## src/inc/usart_sync_rx_regs.svh

```systemverilog
// Register offsets, bit positions and reset values of the serial port.
`ifndef USART_SYNC_RX_REGS_SVH
`define USART_SYNC_RX_REGS_SVH
`define OFS_RXCS    8'h13
`define OFS_RXFIFO  8'h14
`define OFS_TXCS    8'h15
`define OFS_IRQREQ  8'h16
`define OFS_IRQEN   8'h17
`define OFS_BAUD    8'h19
`define B_SERIAL_PORT_ENABLE      7
`define B_RX9       6
`define B_SINGLE_RECEIVE_ENABLE      5
`define B_CONTINUOUS_RECEIVE_ENABLE      4
`define B_FRAMING_ERROR      2
`define B_OVERRUN_ERROR      1
`define B_RECEIVED_NINTH_BIT      0
`define B_CLOCK_SOURCE_SELECT      7
`define B_TX9       6
`define B_TRANSMIT_ENABLE_BIT      5
`define B_SYNC      4
`define B_SHIFT_REGISTER_EMPTY      1
`define B_TRANSMIT_NINTH_BIT      0
`define B_RCV_FLAG  0
`define B_RCV_IE    0
`define RST_BYTE    8'h00
`define RST_BAUD    8'h00
`define FIFO_DEPTH  2'h2
`define BITS_8      4'h8
`define BITS_9      4'h9
`endif

```

## src/inc/usart_sync_rx_pkg.sv

```systemverilog
// Types shared by the serial port design.
package usart_sync_rx_pkg;
   typedef logic [7:0] byte_t;
   typedef logic [8:0] word9_t;
   typedef enum logic [1:0]
   {
      ST_IDLE = 2'b00,
      ST_LOW  = 2'b01,
      ST_HIGH = 2'b10
   } rx_state_t;
endpackage : usart_sync_rx_pkg

```

## src/usart_sync_rx.sv

```systemverilog
// Serial port setup registers and the synchronous master receive path.
//
// What this block does
// - Pins serve the port only while enabled.
// - Block sets pin directions from config bits.
// - Receives in synchronous master mode only; asynchronous and slave settings only set pin directions.
// - Clock source bit picks master or slave.
// - Nine-bit receive bit selects word length.
// - Setting a receive enable starts reception.
// - Data sampled on serial clock falling edge.
// - Single gets one word; continuous keeps going.
// - Both enables set behaves as continuous.
// - Finished word enters FIFO, sets receive flag.
// - Interrupt raised only while enable bit set.
// - Flag read-only, clears when FIFO empties.
// - Receive register is a two-entry FIFO.
// - Full FIFO at word end sets overrun.
// - Clearing continuous enable clears overrun.
// - Overrun blocks every transfer into FIFO.
// - Ninth bit travels with each FIFO entry.
// - Disabling reception resets the receive logic.
`timescale 1ns/1ps
`include "usart_sync_rx_regs.svh"

module usart_sync_rx
(
   input  wire logic                    clk,
   input  wire logic                    sys_rst,
   input  wire logic [7:0]              addr,
   input  wire usart_sync_rx_pkg::byte_t wdata,
   input  wire logic                    wr,
   input  wire logic                    rd,
   output      usart_sync_rx_pkg::byte_t rdata,
   output      logic                    rcv_irq,
   input  wire logic                    data_i,
   output      logic                    data_o,
   output      logic                    data_oe,
   input  wire logic                    clk_i,
   output      logic                    clk_o,
   output      logic                    clk_oe
);
   import usart_sync_rx_pkg::*;

   byte_t     rxcs_q;
   byte_t     txcs_q;
   byte_t     baud_q;
   logic      ie_q;
   byte_t     rdata_q;
   word9_t    fifo_q [0:1];
   logic [1:0] cnt_q;
   logic      overrun_error_q;
   rx_state_t st_q;
   rx_state_t st_d;
   byte_t     div_q;
   logic [3:0] bits_q;
   word9_t    sh_q;
   logic      sck_q;
   logic      dt_m_q;
   logic      dt_s_q;
   logic      ck_m_q;
   logic      ck_s_q;

   // Right-aligns the shifted bits; eight-bit words sit one place high.
   function automatic word9_t align(input word9_t s, input logic nine);
      align = nine ? s : {1'b0, s[8:1]};
   endfunction : align

   wire serial_port_enable = rxcs_q[`B_SERIAL_PORT_ENABLE];
   wire rx9  = rxcs_q[`B_RX9];
   wire single_receive_enable = rxcs_q[`B_SINGLE_RECEIVE_ENABLE];
   wire continuous_receive_enable = rxcs_q[`B_CONTINUOUS_RECEIVE_ENABLE];
   wire sync = txcs_q[`B_SYNC];
   wire clock_source_select = txcs_q[`B_CLOCK_SOURCE_SELECT];
   wire transmit_enable_bit = txcs_q[`B_TRANSMIT_ENABLE_BIT];

   wire sel_rxcs = (addr == `OFS_RXCS);
   wire sel_fifo = (addr == `OFS_RXFIFO);
   wire sel_txcs = (addr == `OFS_TXCS);
   wire sel_ireq = (addr == `OFS_IRQREQ);
   wire sel_ien  = (addr == `OFS_IRQEN);
   wire sel_baud = (addr == `OFS_BAUD);

   // Reception needs the port on, clocked mode and at least one enable.
   wire rx_req = single_receive_enable | continuous_receive_enable;
   wire rx_en  = serial_port_enable & sync & rx_req;
   wire master_rx = rx_en & clock_source_select;

   // A master also drives the clock when only transmit is enabled.
   wire ck_drive = serial_port_enable & ((sync & clock_source_select & (transmit_enable_bit | rx_req)) | (!sync & transmit_enable_bit));
   wire dt_drive = serial_port_enable & sync & transmit_enable_bit & !rx_req;

   wire div_hit  = (div_q == baud_q);
   wire rise     = (st_q == ST_LOW) & div_hit;
   wire sample   = (st_q == ST_HIGH) & div_hit;
   wire [3:0] nbits = rx9 ? `BITS_9 : `BITS_8;
   wire last     = sample & (bits_q == nbits - 4'h1);
   word9_t sh_next;
   assign sh_next = {dt_s_q, sh_q[8:1]};

   wire fifo_full = (cnt_q == `FIFO_DEPTH);
   wire fifo_any  = (cnt_q != 2'h0);
   wire push      = last & !overrun_error_q & !fifo_full;
   wire ovr_set   = last & !overrun_error_q & fifo_full;
   wire pop       = rd & sel_fifo & fifo_any;
   wire continuous_receive_enable_clr  = wr & sel_rxcs & !wdata[`B_CONTINUOUS_RECEIVE_ENABLE];
   wire single_done = push & single_receive_enable & !continuous_receive_enable;

   wire rcv_flag = fifo_any;
   assign rcv_irq = rcv_flag & ie_q;

   word9_t head;
   assign head = fifo_q[0];

   byte_t rxcs_rd;
   assign rxcs_rd = {rxcs_q[7:4], 1'b0, 1'b0, overrun_error_q, head[8] & fifo_any};
   byte_t txcs_rd;
   assign txcs_rd = {txcs_q[7:4], 2'b00, 1'b1, txcs_q[`B_TRANSMIT_NINTH_BIT]};

   byte_t rd_mux;
   assign rd_mux = sel_rxcs ? rxcs_rd :
                   sel_fifo ? head[7:0] :
                   sel_txcs ? txcs_rd :
                   sel_ireq ? {7'h00, rcv_flag} :
                   sel_ien  ? {7'h00, ie_q} :
                   sel_baud ? baud_q : 8'h00;

   // Pin ownership: outside the port the pins are left undriven.
   assign clk_o   = (sync & clock_source_select) ? sck_q : 1'b1;
   assign clk_oe  = ck_drive;
   assign data_o  = txcs_q[`B_TRANSMIT_NINTH_BIT];
   assign data_oe = dt_drive;
   assign rdata   = rdata_q;

   // Two flip-flops before any logic reads the pins.
   always_ff @(posedge clk or posedge sys_rst)
   begin
      if (sys_rst)
      begin
         dt_m_q <= 1'b0;
         dt_s_q <= 1'b0;
         ck_m_q <= 1'b0;
         ck_s_q <= 1'b0;
      end
      else
      begin
         dt_m_q <= data_i;
         dt_s_q <= dt_m_q;
         ck_m_q <= clk_i;
         ck_s_q <= ck_m_q;
      end
   end

   // The clock pin reads back what the master drives, two flops late.
   a_clock_echo: assert property (@(posedge clk) disable iff (sys_rst)
      $past(clk_oe, 2) |-> ck_s_q == $past(clk_o, 2))
      else $error("serial clock pin does not follow the driven clock");

   // Register writes; hardware clears single enable after its word.
   always_ff @(posedge clk or posedge sys_rst)
   begin
      if (sys_rst)
      begin
         rxcs_q  <= `RST_BYTE;
         txcs_q  <= `RST_BYTE;
         baud_q  <= `RST_BAUD;
         ie_q    <= 1'b0;
         rdata_q <= `RST_BYTE;
      end
      else
      begin
         rdata_q <= rd ? rd_mux : `RST_BYTE;
         if (wr & sel_rxcs)
            rxcs_q <= {wdata[7:4], 4'h0};
         else if (single_done)
            rxcs_q[`B_SINGLE_RECEIVE_ENABLE] <= 1'b0;
         if (wr & sel_txcs)
            txcs_q <= {wdata[7:4], 3'b000, wdata[`B_TRANSMIT_NINTH_BIT]};
         if (wr & sel_baud)
            baud_q <= wdata;
         if (wr & sel_ien)
            ie_q <= wdata[`B_RCV_IE];
      end
   end

   // Overrun: set wins over the clear that clearing continuous gives.
   always_ff @(posedge clk or posedge sys_rst)
   begin
      if (sys_rst)
         overrun_error_q <= 1'b0;
      else if (ovr_set)
         overrun_error_q <= 1'b1;
      else if (continuous_receive_enable_clr)
         overrun_error_q <= 1'b0;
   end

   // Two-entry FIFO; a push and pop in one cycle keep the count.
   always_ff @(posedge clk or posedge sys_rst)
   begin
      if (sys_rst)
      begin
         cnt_q     <= 2'h0;
         fifo_q[0] <= 9'h000;
         fifo_q[1] <= 9'h000;
      end
      else
      begin
         if (pop)
            fifo_q[0] <= fifo_q[1];
         if (push)
         begin
            if (cnt_q == 2'h0 || (cnt_q == 2'h1 && pop))
               fifo_q[0] <= align(sh_next, rx9);
            else
               fifo_q[1] <= align(sh_next, rx9);
         end
         if (push & !pop)
            cnt_q <= cnt_q + 2'h1;
         else if (pop & !push)
            cnt_q <= cnt_q - 2'h1;
      end
   end

   // Clock generator and shifter; each half period is divisor+1 cycles.
   always_comb
   begin
      st_d = st_q;
      case (st_q)
         ST_IDLE:
            st_d = master_rx ? ST_LOW : ST_IDLE;
         ST_LOW:
            st_d = rise ? ST_HIGH : ST_LOW;
         ST_HIGH:
            st_d = sample ? ST_LOW : ST_HIGH;
         default:
            st_d = ST_IDLE;
      endcase
      if (!master_rx)
         st_d = ST_IDLE;
   end

   always_ff @(posedge clk or posedge sys_rst)
   begin
      if (sys_rst)
      begin
         st_q   <= ST_IDLE;
         div_q  <= 8'h00;
         bits_q <= 4'h0;
         sh_q   <= 9'h000;
         sck_q  <= 1'b0;
      end
      else if (!master_rx)
      begin
         st_q   <= ST_IDLE;
         div_q  <= 8'h00;
         bits_q <= 4'h0;
         sh_q   <= 9'h000;
         sck_q  <= 1'b0;
      end
      else
      begin
         st_q  <= st_d;
         div_q <= (div_hit || st_q == ST_IDLE) ? 8'h00 : div_q + 8'h01;
         if (rise)
            sck_q <= 1'b1;
         if (sample)
         begin
            sck_q  <= 1'b0;
            sh_q   <= sh_next;
            bits_q <= last ? 4'h0 : bits_q + 4'h1;
         end
      end
   end

   a_irq_masked: assert property (@(posedge clk) disable iff (sys_rst)
      rcv_irq |-> ie_q && cnt_q != 2'h0)
      else $error("receive interrupt without enable or data");

   a_push_flags: assert property (@(posedge clk) disable iff (sys_rst)
      push && !pop |=> rcv_flag && cnt_q == $past(cnt_q) + 2'h1)
      else $error("finished word did not raise receive flag");

   a_overrun_held: assert property (@(posedge clk) disable iff (sys_rst)
      overrun_error_q && !continuous_receive_enable_clr |=> overrun_error_q)
      else $error("overrun cleared without continuous enable clear");

   a_overrun_clear: assert property (@(posedge clk) disable iff (sys_rst)
      overrun_error_q && continuous_receive_enable_clr && !ovr_set |=> !overrun_error_q)
      else $error("overrun not cleared by continuous enable clear");

   a_overrun_block: assert property (@(posedge clk) disable iff (sys_rst)
      overrun_error_q |-> !push)
      else $error("transfer into FIFO during overrun");

   a_full_overrun: assert property (@(posedge clk) disable iff (sys_rst)
      last && fifo_full && !pop && !(overrun_error_q && continuous_receive_enable_clr) |=> overrun_error_q && cnt_q == `FIFO_DEPTH)
      else $error("full FIFO at word end did not set overrun");

   a_fall_sample: assert property (@(posedge clk) disable iff (sys_rst)
      sample && master_rx |=> !sck_q && $past(sck_q))
      else $error("sample not taken at serial clock fall");

   a_pins_idle: assert property (@(posedge clk) disable iff (sys_rst)
      !serial_port_enable |-> !clk_oe && !data_oe)
      else $error("pins driven while port disabled");

   a_master_pins: assert property (@(posedge clk) disable iff (sys_rst)
      master_rx |-> clk_oe && !data_oe)
      else $error("master receive pin directions wrong");

   a_single_stop: assert property (@(posedge clk) disable iff (sys_rst)
      single_done && !wr |=> !single_receive_enable ##1 st_q == ST_IDLE)
      else $error("single receive did not stop after one word");

   a_disable_reset: assert property (@(posedge clk) disable iff (sys_rst)
      !master_rx |=> st_q == ST_IDLE && bits_q == 4'h0 && !sck_q)
      else $error("receive logic not reset when disabled");

   // The serial clock is high exactly while the generator sits in its high half.
   // Any mismatch here means a sample could land on the wrong edge.
   a_clock_phase: assert property (@(posedge clk) disable iff (sys_rst)
      sck_q == (st_q == ST_HIGH))
      else $error("serial clock level disagrees with generator state");

   a_sample_shift: assert property (@(posedge clk) disable iff (sys_rst)
      sample && master_rx |=> sh_q == $past(sh_next))
      else $error("sampled bit not shifted in at clock fall");

   a_start_rx: assert property (@(posedge clk) disable iff (sys_rst)
      master_rx && st_q == ST_IDLE && !wr |=> st_q == ST_LOW)
      else $error("reception did not start after receive enable");

   a_both_continuous: assert property (@(posedge clk) disable iff (sys_rst)
      push && continuous_receive_enable && !wr |=> master_rx)
      else $error("both enables set did not keep receiving");

   a_cont_keeps: assert property (@(posedge clk) disable iff (sys_rst)
      continuous_receive_enable && !wr |=> continuous_receive_enable)
      else $error("continuous enable dropped without software");

   a_pop_empties: assert property (@(posedge clk) disable iff (sys_rst)
      pop && cnt_q == 2'h1 && !push |=> !rcv_flag)
      else $error("receive flag still set after last entry read");

   a_fifo_bound: assert property (@(posedge clk) disable iff (sys_rst)
      cnt_q != 2'h3)
      else $error("FIFO count above two entries");

   a_pop_shift: assert property (@(posedge clk) disable iff (sys_rst)
      pop && cnt_q == `FIFO_DEPTH |=> fifo_q[0] == $past(fifo_q[1]))
      else $error("second FIFO entry did not move to the head");

   a_rx9_align: assert property (@(posedge clk) disable iff (sys_rst)
      push && !rx9 && cnt_q == 2'h0 |=> !fifo_q[0][8])
      else $error("eight-bit word stored with a ninth bit set");

   a_irq_follows: assert property (@(posedge clk) disable iff (sys_rst)
      rcv_flag && ie_q |-> rcv_irq)
      else $error("enabled receive interrupt not raised");

   a_async_pins: assert property (@(posedge clk) disable iff (sys_rst)
      serial_port_enable && !sync |-> !data_oe && clk_oe == transmit_enable_bit)
      else $error("asynchronous pin directions wrong");

   a_rx_priority: assert property (@(posedge clk) disable iff (sys_rst)
      sync && rx_req |-> !data_oe)
      else $error("data pin driven while a receive enable is set");

   a_slave_clock: assert property (@(posedge clk) disable iff (sys_rst)
      sync && !clock_source_select |-> !clk_oe && !master_rx)
      else $error("slave setting drives the serial clock");

endmodule : usart_sync_rx

```

## config.mk

```make
export PLATFORM = sky130hd
export DESIGN_NAME = usart_sync_rx
export DESIGN_NICKNAME = d
export VERILOG_FILES = /design/src/inc/usart_sync_rx_pkg.sv /design/src/usart_sync_rx.sv
export VERILOG_INCLUDE_DIRS = /design/src /design/src/inc
export SDC_FILE = /design/constraint.sdc
export NUM_CORES = 1
export LEC_CHECK = 0
export BUFFER_PORTS_ARGS = -buffer_cell sky130_fd_sc_hd__buf_4
export CAP_MARGIN = 15
export CORE_ASPECT_RATIO = 0.6
export CORE_MARGIN = 8
export CORE_UTILIZATION = 32
export CTS_CLUSTER_SIZE = 24
export DETAILED_ROUTE_END_ITERATION = 12
export GPL_ROUTABILITY_DRIVEN = 0
export PLACE_DENSITY = 0.55
export SLEW_MARGIN = 0
export SYNTH_ARGS = -nofsm -noshare
export SYNTH_HDL_FRONTEND = slang
export SYNTH_SLANG_ARGS = --single-unit
```

## constraint.sdc

```tcl
create_clock -name clk -period 3.2 [get_ports clk]
set_clock_uncertainty 0.15 [all_clocks]
set_input_delay 0.16 -clock clk [delete_from_list [all_inputs] [get_ports clk]]
set_output_delay 0.16 -clock clk [all_outputs]
set_load 0.02 [all_outputs]
```

# After elaboration in Yosys (flattened, before gate mapping)

Cells that the tools add are included.

Reductions and logical operators: 18
Equal/unequal tests: 14
Add/subtract/negate cells: 5
Mux-type cells: 34
Bitwise gates (word level): 32

Operators with widths:

| operator                                         | number |
|---|---|
| 2-to-1 mux 8 bit                                 | 9 |
| 2-to-1 mux 9 bit                                 | 6 |
| == test 8 x 5 -> 1 bit, second input constant    | 6 |
| AND 1 bit                                        | 28 |
| 2-to-1 mux 18 bit                                | 1 |
| 2-to-1 mux 4 bit                                 | 3 |
| 2-to-1 mux 2 bit                                 | 5 |
| 2-to-1 mux 1 bit                                 | 9 |
| adder 8 x 1 -> 8 bit, second input constant      | 1 |
| == test 8 bit                                    | 1 |
| logical NOT 1 bit                                | 8 |
| nonzero test 2 bit                               | 4 |
| one-hot mux 2 bit (3 select lines)               | 1 |
| adder 4 x 1 -> 4 bit, second input constant      | 1 |
| == test 2 x 1 -> 1 bit, second input constant    | 2 |
| == test 2 bit, second input constant             | 2 |
| == test 4 bit                                    | 1 |
| logical NOT 2 bit                                | 2 |
| subtractor 4 x 1 -> 4 bit, second input constant | 1 |
| != test 3 x 1 -> 1 bit, second input constant    | 1 |
| bitwise OR 1 bit                                 | 3 |
| adder 2 x 1 -> 2 bit, second input constant      | 1 |
| logical OR 1 bit                                 | 2 |
| != test 2 x 1 -> 1 bit, second input constant    | 1 |
| other kinds (4)                                  | 4 |

Bits of input ports: 22
Flip-flop bits (word level): 73

# Longest topological paths before layout

Gate-level depths: netlist of run 1.

Depth after elaboration: 10
Gate-level depth with buffers: 9
Gate-level depth less buffers: 8

# Least setup slack after synthesis of run 1

OpenSTA, ideal clock, no wires.

Kind: input-to-reg
Start: in addr[5]
End: reg fifo_q, in the netlist head[0]
Data required time: 2.925 ns
Setup slack: 0.731 ns
Buffers on the path: 1
Arrival time: 2.194 ns
Stages on the path: 6
Setup time: 0.125 ns
Cells stage by stage: or4b_1 > buf_2 > nor4_4 > a31oi_2 > nor4_4 > mux2_2

Word-level cells in the longest chain between the ends: 7
Elaborated cells on any way between the ends: 8
Classes of those cells: eq/ne: 1; mux: 3; bitwise: 2; reduce/logical: 2

Ends and longest elaborated chain:

| item                                 | RTL line             | source |
|---|---|---|
| start, declared                      | usart_sync_rx.sv:29  | `input wire logic [7:0] addr,` |
| == test 8 x 5 -> 1 bit (no line) (*) | --                   |  |
| AND 1 bit (*) (2 in a row)           | usart_sync_rx.sv:104 | `wire pop = rd & sel_fifo & fifo_any;` |
| logical AND 1 bit                    | usart_sync_rx.sv:211 | `if (cnt_q == 2'h0 \|\| (cnt_q == 2'h1 && pop))` |
| logical OR 1 bit                     | usart_sync_rx.sv:211 |  |
| 2-to-1 mux 9 bit                     | usart_sync_rx.sv:211 |  |
| 2-to-1 mux 18 bit (*)                | usart_sync_rx.sv:209 | `if (push)` |
| end, declared                        | usart_sync_rx.sv:49  | `word9_t fifo_q [0:1];` |

Mark *: on every way between the ends. The rest lies on a longest branch, timed or not.
A chain may end at the register's enable or synchronous reset.

# Final worst setup path of run 1

Start: reg div_q[0]
End: reg fifo_q, in the netlist head[2]

Word-level cells in the longest chain between the ends: 6

Ends and longest elaborated chain:

| item                   | RTL line             | source |
|---|---|---|
| start, declared        | usart_sync_rx.sv:54  | `byte_t div_q;` |
| start signal, assigned | usart_sync_rx.sv:262 | `div_q <= (div_hit \|\| st_q == ST_IDLE) ? 8'h00 : div_q + 8'h01;` |
| == test 8 bit          | usart_sync_rx.sv:92  | `wire div_hit = (div_q == baud_q);` |
| AND 1 bit              | usart_sync_rx.sv:94  | `wire sample = (st_q == ST_HIGH) & div_hit;` |
| AND 1 bit              | usart_sync_rx.sv:96  | `wire last = sample & (bits_q == nbits - 4'h1);` |
| AND 1 bit (2 in a row) | usart_sync_rx.sv:102 | `wire push = last & !overrun_error_q & !fifo_full;` |
| 2-to-1 mux 18 bit      | usart_sync_rx.sv:209 |  |

Every way passes these cells.

==> run metrics, run 1 <==
Yosys warning count 0; Yosys top cell by area dfrtp_1; cell total after placement approximately 480; CTS H-tree depth 3; maximum VDD drop 0.310 mV; initial core utilization 0.332; P&R area growth vs syn 25.3%; Distinct cells, synth 45; Die Wd approximately 150 um; FMAX just over 0.4 GHz; Mapped Nets 333; antenna violations before repair 0; largest net degree at the start of global routing 39; clk root buf clkbuf_16; First-pass DRT Iterations 5; critical path startpoint div_q[0]$_DFF_PP0_; CTS clk-pin slew, worst paths roughly 60 ps; Worst-Margin Slew ~840 ps; maxcap violations 0; largest cells by area after synthesis dfrtp_1 (51%), mux2_2 (15%), mux2i_1 (3.4%); reg2reg path depth 6; Syn Inst Count 305; Crit path largest cell delay around 440 ps; final layout net count a little under 400; R2R Setup Slk approximately 780 ps; Startpoint Class flop; Iteration-0 DRC Markers 150; final setup fails 0; Antenna Diode Count 0; Ports 35; final slew viol count 0; share of layout cells above drive strength 1 0.313; Crit-path slowest cell or2_2; post-CTS setup buffers 0; total CTS buffers 9; Clock Latency Late Sink about 340 ps; # resized after CTS 0; Post-Route WL between 8000 and 9000 um; Setup crit end head[2]$_DFF_PP0_; total negative slack 0 ps; HP Class in2reg; Vias 2495; clk sinks a little over 70; Synth Register Bits between 70 and 80; die area roughly 15000 um2; Die Span Y 97.5 um; first-pass GRT wire length between 10000 and 15000 um; sequential fraction of the synthesis area 0.509; CORE AREA between 10000 and 15000 um2; vias in the first global route ~2600; path type of the worst setup path reg2reg; num rows 29; Worst setup EP type flop; commonest non-fill, non-tap cell in the layout dfrtp_1; WL/cell 17.1 um; Pleak 1.99 nW; Global Route Usage Sum 0.125; status completed; slew margin rel. 0.439; worst r2r src div_q[0]$_DFF_PP0_; crit path cell chain xnor2_1 -> nand4_1 -> or2_2 -> nor4_4 -> buf_4 -> mux2_2; FF-to-FF End head[2]$_DFF_PP0_; Max FO, Critical Path 10; final HPWL from detailed placement approximately 6500 um; most frequent cells in the layout dfrtp_1 (72), mux2_2 (47), buf_4 (40), nor2_1 (27), nand2_1 (19); grt total ovfl 0; arrival time worst endpoint approximately 2500 ps; synthesized area per cell around 12 um2; Final Instance Count excl. Fillers around 500; CTS tree built; I/O Buffers 33; Post-synth top flop dfrtp_1; Post-Synthesis Cell Area 3540 um2; Tmin final roughly 2400 ps; Pwr Density 487 nW/um2; unrepaired setup endpoints after global routing no; via-per-instance ratio 4.96; EDFF count, synth 0; Crit path required time between 3000 and 4000 ps; CTS max path bufs 2; remaining antenna violation count 0; crit share post-route 0.755; Post-synth ARST share 1.00; DRC 0; Hold Vio Cnt, Final 0; share of Yosys cell area claimed by the top area cell type 0.509
==> worst max-delay path: cells and delay by family, from the launching register on <==
family | cells | cell delay [ps]
multiplexers | 1 | 350
flip-flops | 1 | 420
AND/OR/NAND/NOR | 3 | 900
XOR/XNOR | 1 | 240
buffers and inverters | 1 | 230
==> worst min path at each step <==
stage                     startpoint                 end  slack [ps]  cells past startpoint
after floorplan               data_i    dt_m_q$_DFF_PP0_          40                      0
after global placement        data_i    dt_m_q$_DFF_PP0_         120                      1
after detailed placement      data_i    dt_m_q$_DFF_PP0_         120                      1
after CTS                    addr[1]  rdata[1]$_DFF_PP0_          90                      3
after global routing         addr[1]  rdata[1]$_DFF_PP0_         100                      3
final                        addr[1]  rdata[1]$_DFF_PP0_         100                      3
==> cell type report <==
| type | count | area (um2) |
|---|---|---|
| Inverter | 14 | 52.6 |
| Sequential cell | 72 | 1800 |
| Clock buffer | 11 | 243 |
| Clock inverter | 5 | 80.1 |
| Multi-Input combinational cell | 210 | 1650 |
| Tap cell | 139 | 174 |
| Timing Repair Buffer | 52 | 430 |
| Fill cell | 1040 | 6230 |
==> timing repair <==
item                                   4_1_cts  5_1_grt
hold buffers                                11        0
setup endpoints to repair                    0        0
endpoints found under the hold margin       62        0
==> registers in the layout, summed over array words and instances, names as in the netlist, 2 cells and up <==
signal / cells
sh_q: 8
bits_q: 4
txcs_q: 5
rdata: 8
fifo_q: 9
st_q: 2
cnt_q: 2
baud_q: 8
head: 9
rxcs_q: 4
div_q: 8
==> logic make-up (layout without fill, tap and decap cells) <==
group                      after synthesis  count (layout)  share of synthesized area
xor gates and xnor gates                17              17                     0.0421
DFF                                     72              72                      0.509
adders and majority gates                6               6                     0.0212
and+or+nand+nor                         83              83                      0.127
AOI/OAI and AO/OA                       44              44                     0.0852
buffers and inverters                   23              82                     0.0251
muxes                                   60              60                      0.190
==> cells in the mapped netlist (all sizes together), types with 2 or more instances <==
master and count:
a21oi 6, a22o 4, a22oi 5, a31oi 4
a32o 2, and3 4, buf 2, clkbuf 7
dfrtp 72, ha 6, inv 14, mux2 47
mux2i 12, nand2 19, nand2b 2, nand3 3
nand3b 3, nand4 3, nor2 27, nor2b 2
nor3 4, nor3b 4, nor4 4, o21ai 13
o22ai 3, or2 2, or3 2, xnor2 13
xor2 4
==> where the power goes <==
| group | leakage, nW | switching, W | total [W] | internal (W) |
|---|---|---|---|---|
| sequential | 0.979 | 0.0000190 | 0.000943 | 0.000924 |
| combinational | 0.856 | 0.0000659 | 0.000121 | 0.0000546 |
| clock | 0.152 | 0.000395 | 0.00110 | 0.000702 |
==> metal layers <==
metal	up-vias	track usage	routed length [um]
li1	1199	-	-
met4	0	0.0307	64
met2	57	0.153	3230
met1	1234	0.193	4730
met3	5	0.0488	578
met5	-	0	0
==> stage by stage <==
step / hold slack, ps / setup WS, ps / area, um2 / utilization / total power [W]
after floorplan: 41.4 / 731 / 3540 / - / 0.00101
after global placement: 121 / 567 / 4000 / 0.375 / 0.00107
after detailed placement: 121 / 545 / 4000 / 0.375 / 0.00107
after CTS: 85.1 / 793 / 4430 / 0.416 / 0.00219
after global routing: 101 / 686 / 4430 / 0.416 / 0.00225
final: 100 / 784 / 4430 / 0.416 / 0.00216
(Power assumes the default switching activity.)
==> run 2: changes to the inputs <==
clock period = 2.5 ns   (was 3.2 ns; I/O delays follow)
==> run metrics, run 2 (same netlist as run 1, synthesis figures left out) <==
HP Class in2reg; final HPWL from detailed placement 6570 um (+0.77%); Design Power 0.00253 W (+17%); CTS clk-pin slew, worst paths 60 ps (about the same); final slew viol count 0 (unchanged); worst r2r src div_q[0]$_DFF_PP0_; vias in the first global route 2624 (+0.54%); slew margin rel. 0.489 (+0.0503); status completed; I/O Buffers 33 (unchanged); Pwr Density 572 nW/um2 (+17%); Hold Path Depth 3 (unchanged); endpoint with the worst hold slack ie_q$_DFFE_PP0P_; Post-Route WL 8700 um (+1.1%); commonest non-fill, non-tap cell in the layout dfrtp_1; share of layout cells above drive strength 1 0.319 (+0.00561); Min-Delay Startpoint wr; Pleak 2.00 nW (+0.46%); Antenna Diode Count 0 (unchanged); CTS tree built; remaining antenna violation count 0 (unchanged); total negative slack 0 ps (unchanged); FF-to-FF End head[0]$_DFF_PP0_; post-CTS setup buffers 0 (unchanged); Max FO, Critical Path 10 (unchanged); arrival time worst endpoint 2400 ps (-90 ps); CORE AREA 10700 um2 (unchanged); maxcap violations 0 (unchanged); Clock Latency Late Sink 330 ps (about the same); CTS H-tree depth 3 (unchanged); Vias 2580 (+3.4%); crit share post-route 0.936 (+0.181); final layout net count 393 (+1.6%); P&R area growth vs syn 24.9%; largest net degree at the start of global routing 42 (+7.7%); DRC 0 (unchanged); grt total ovfl 0 (unchanged); first-pass GRT wire length 14400 um (about the same); total CTS buffers 9 (unchanged); R2R Setup Slk 160 ps (-620 ps); Die Span Y 97.5 um (unchanged); antenna violations before repair 0 (unchanged); Startpoint Class flop; Iteration-0 DRC Markers 157 (+4.7%); clk sinks 72 (unchanged); First-pass DRT Iterations 4 (-1); die area 14800 um2 (unchanged); FMAX 0.427 GHz (+3.3%); Ports 35 (unchanged); clk root buf clkbuf_16; reg2reg path depth 6 (unchanged); hold slack 54.2 ps (-46.0 ps); Crit path required time 2560 ps (-710 ps); DP Worst Slack -12.1 ps (-557 ps); num rows 29 (unchanged); Tmin final 2340 ps (-76.6 ps); CTS max path bufs 2 (unchanged); WL/cell 17.2 um (+0.48%); most frequent cells in the layout dfrtp_1 (72), mux2_2 (47), buf_4 (46), nor2_1 (27), nand2_1 (19); path type of the worst setup path reg2reg; unrepaired setup endpoints after global routing no; initial core utilization 0.332 (unchanged); Worst setup EP type flop; Die Wd 152 um (unchanged); Hold Vio Cnt, Final 0 (unchanged); Worst-Margin Slew 763 ps (-75.1 ps); Final WS setup 160 ps (-623 ps); maximum VDD drop 0.313 mV (+0.95%); final setup fails 0 (unchanged); Global Route Usage Sum 0.126 (+0.000609); via-per-instance ratio 5.10 (+2.8%)
## run 2: worst max-delay path by stage
stage	from	end
after CTS	div_q[0]$_DFF_PP0_	head[0]$_DFF_PP0_
after detailed placement	addr[5]	head[5]$_DFF_PP0_
after global routing	bits_q[0]$_DFFE_PP0N_	head[4]$_DFF_PP0_
after floorplan	addr[5]	head[0]$_DFF_PP0_
after global placement	addr[5]	head[0]$_DFF_PP0_
final	div_q[0]$_DFF_PP0_	head[0]$_DFF_PP0_
## run 2: layer usage
metal	vias to the layer above	track usage	part of all wire
met4	0	0.0337	0.0095
li1	1210	-	-
met1	1290	0.195	0.54
met3	9	0.0451	0.062
met2	71	0.154	0.39
met5	-	0	0
## run 2: stage by stage
step / std cells / utilization / instance area, um2
3_3_place_gp: 482 / 0.379 / 4050
3_5_place_dp: 482 / 0.379 / 4050
5_1_grt: 506 / 0.414 / 4420
4_1_cts: 506 / 0.414 / 4420
6_report: 506 / 0.414 / 4420
2_1_floorplan: 305 / - / 3540
## run 2: final cells by class
class | instances | area [um2]
fill | 1034 | 6250
sequential | 72 | 1800
multi-input combinational | 210 | 1660
timing repair buffer | 58 | 475
clock buffer | 12 | 256
tap | 139 | 174
inverter | 14 | 52.6
clock inverter | 1 | 5.00
## run 2: report_power, final
part	total, W	internal (W)	switching [W]
registers	0.00121	0.00118	0.0000220
clock network	0.00116	0.000707	0.000452
logic	0.000164	0.0000753	0.0000884
total	0.00253	0.00197	0.000562
## run 2: worst max-delay path, cell delays in order, from the launching register on
cell,delay (ps)
dfrtp_1,420
xnor2_1,260
nand4_1,180
or2_4,350
nor4_4,270
buf_4,230
mux2_2,350
## run 2: what timing repair did
| item | 4_1_cts | 5_1_grt |
|---|---|---|
| hold buffers | 11 | 0 |
| endpoints found under the setup margin | 0 | 8 |
| gates resized for setup | 0 | 1 |
| endpoints found under the hold margin | 54 | 0 |
==> run 3: changes to the inputs <==
--- a/config.mk
+++ b/config.mk
@@ -12,4 +12,5 @@
 export CORE_MARGIN = 8
 export CORE_UTILIZATION = 32
+export CTS_BUF_LIST = sky130_fd_sc_hd__clkbuf_8
 export CTS_CLUSTER_SIZE = 24
 export DETAILED_ROUTE_END_ITERATION = 12
--- a/constraint.sdc
+++ b/constraint.sdc
@@ -3,3 +3,3 @@
 set_input_delay 0.125 -clock clk [delete_from_list [all_inputs] [get_ports clk]]
 set_output_delay 0.125 -clock clk [all_outputs]
-set_load 0.02 [all_outputs]
+set_load 0.01 [all_outputs]
==> run metrics, run 3 (same netlist as run 1, synthesis figures left out) <==
final setup fails 0 (unchanged); Worst-Margin Slew 769 ps (+5.48 ps); maxcap violations 0 (unchanged); Crit-path slowest cell dfrtp_1; Worst setup EP type flop; Global Route Usage Sum 0.125 (-0.000414); num rows 29 (unchanged); R2R Setup Slk 140 ps (-20 ps); CTS clk-pin slew, worst paths 70 ps (about the same); arrival time worst endpoint 2430 ps (+30 ps); maximum VDD drop 0.211 mV (-33%); Core Util, Final 0.405 (-0.00950); total CTS buffers 9 (unchanged); most frequent cells in the layout dfrtp_1 (72), mux2_2 (47), buf_4 (46), nor2_1 (27), nand2_1 (19); sw frac 0.240 (+0.0180); grt met1 use 0.194 (-0.000672); FF-to-FF End head[0]$_DFF_PP0_; Clock Power Share 0.372 (-0.086); First-pass DRT Iterations 4 (unchanged); P&R area growth vs syn 22.1%; clk sinks 72 (unchanged); sw power 0.000522 W (-7.2%); I/O Buffers 33 (unchanged); initial core utilization 0.332 (unchanged); Final Instance Area 4320 um2 (-2.3%); Comb pwr share 0.074 (+0.009); unrepaired setup endpoints after global routing no; clk root buf clkbuf_8; cell-internal power 0.00165 W (-16%); Die Wd 152 um (unchanged); Final Instance Count excl. Fillers 506 (unchanged); Die Span Y 97.5 um (unchanged); endpoint with the worst hold slack rdata[1]$_DFF_PP0_; cell total after placement 482 (unchanged); CORE AREA 10700 um2 (unchanged); Crit path largest cell delay 420 ps (about the same); most used routing layer met1; Hold Vio Cnt, Final 0 (unchanged); final HPWL from detailed placement 6570 um (unchanged); Ports 35 (unchanged); worst r2r src div_q[0]$_DFF_PP0_; grt total ovfl 0 (unchanged); via-per-instance ratio 5.06 (-0.70%); final slew viol count 0 (unchanged); DRC 0 (unchanged); reg2reg path depth 6 (unchanged); crit path cell chain xnor2_1 -> nand4_1 -> or2_4 -> nor4_4 -> buf_4 -> mux2_2; CTS tree built; WL/cell 17.2 um (about the same); share of layout cells above drive strength 1 0.319 (unchanged); crit share post-route 0.942 (+0.00621); Clock Latency Late Sink 350 ps (+20 ps); Crit path required time 2580 ps (+20 ps); status completed; CTS H-tree depth 3 (unchanged); GRT met2 Usage 0.154 (-0.000678); first-pass GRT wire length 14400 um (+0.43%); die area 14800 um2 (unchanged); hold slack 34.1 ps (-20.1 ps); met3 Resource Use GR 0.0488 (+0.00372); Post-Route WL 8700 um (about the same); Tmin final 2360 ps (+15.5 ps); post-CTS setup buffers 0 (unchanged); Pleak 1.95 nW (-2.1%); final layout net count 393 (unchanged); Min-Delay Startpoint addr[1]; path type of the worst setup path reg2reg; Vias 2562 (-0.70%); largest net degree at the start of global routing 42 (unchanged); CTS max path bufs 2 (unchanged); Max FO, Critical Path 10 (unchanged); Hold Path Depth 3 (unchanged); fillers 1052 (+1.7%); Iteration-0 DRC Markers 170 (+8.3%); slew margin rel. 0.485 (-0.00367); vias in the first global route 2621 (-0.11%); sequential share of power 0.554 (+0.077); HP Class in2reg; antenna violations before repair 0 (unchanged); FMAX 0.425 GHz (-0.66%); commonest non-fill, non-tap cell in the layout dfrtp_1; Design Power 0.00217 W (-14%); remaining antenna violation count 0 (unchanged); Startpoint Class flop; Pwr Density 503 nW/um2 (-12%); Area after DPL 4050 um2 (unchanged); Antenna Diode Count 0 (unchanged)
[run 3: changes by cell type in the layout (fill, tap and decap cells not counted), sizes merged]
cell,delta
clkbuf,-1
inv,+1
[run 3: layout make-up]
cell class | count | area (um2) | area share
tap | 139 | 174 | 0.0403
sequential | 72 | 1800 | 0.417
clock inverter | 2 | 8.76 | 0.00203
clock buffer | 11 | 151 | 0.0351
inverter | 14 | 52.6 | 0.0122
multi-input combinational | 210 | 1660 | 0.383
timing repair buffer | 58 | 475 | 0.110
[run 3: worst max-delay path by stage]
stage / cells past startpoint / endpoint / from
after floorplan: 6 / head[0]$_DFF_PP0_ / addr[5]
after CTS: 6 / head[0]$_DFF_PP0_ / div_q[0]$_DFF_PP0_
after global routing: 6 / head[4]$_DFF_PP0_ / bits_q[0]$_DFFE_PP0N_
final: 6 / head[0]$_DFF_PP0_ / div_q[0]$_DFF_PP0_
after detailed placement: 6 / head[5]$_DFF_PP0_ / addr[5]
after global placement: 6 / head[0]$_DFF_PP0_ / addr[5]
[run 3: power by group through the flow]
stage	Sequential [W]	Clock, W	Combinational (W)
floorplan	0.00122	0	0.0000780
global placement	0.00123	0	0.000145
detailed placement	0.00123	0	0.000146
CTS	0.00120	0.000841	0.000161
global route	0.00121	0.000890	0.000180
finish	0.00120	0.000807	0.000161
[run 3: timing repair]
action                                  CTS  global route
endpoints found under the setup margin    0             8
hold buffers                             11             0
resized for setup                         0             1
endpoints found under the hold margin    55             0
[run 3: metal layers]
metal	wire, um	share of wire	up-vias
met1	4760	0.55	1275
met5	0	0	-
li1	-	-	1214
met2	3290	0.38	62
met3	563	0.065	11
met4	86	0.0099	0
[run 3: worst max-delay path: cells and delay by family (launching register included)]
kind,cells,cell delay [ps]
AND/OR/NAND/NOR,3,810
multiplexers,1,350
buffers and inverters,1,240
XOR/XNOR,1,260
flip-flops,1,420
[run 3: per-stage QoR]
step,worst slack [ps],setup TNS (ps)
floorplan,66.2,0
global placement,32.7,0
detailed placement,-12.1,-35.1
CTS,66.9,0
global route,65.7,0
finish,145,0
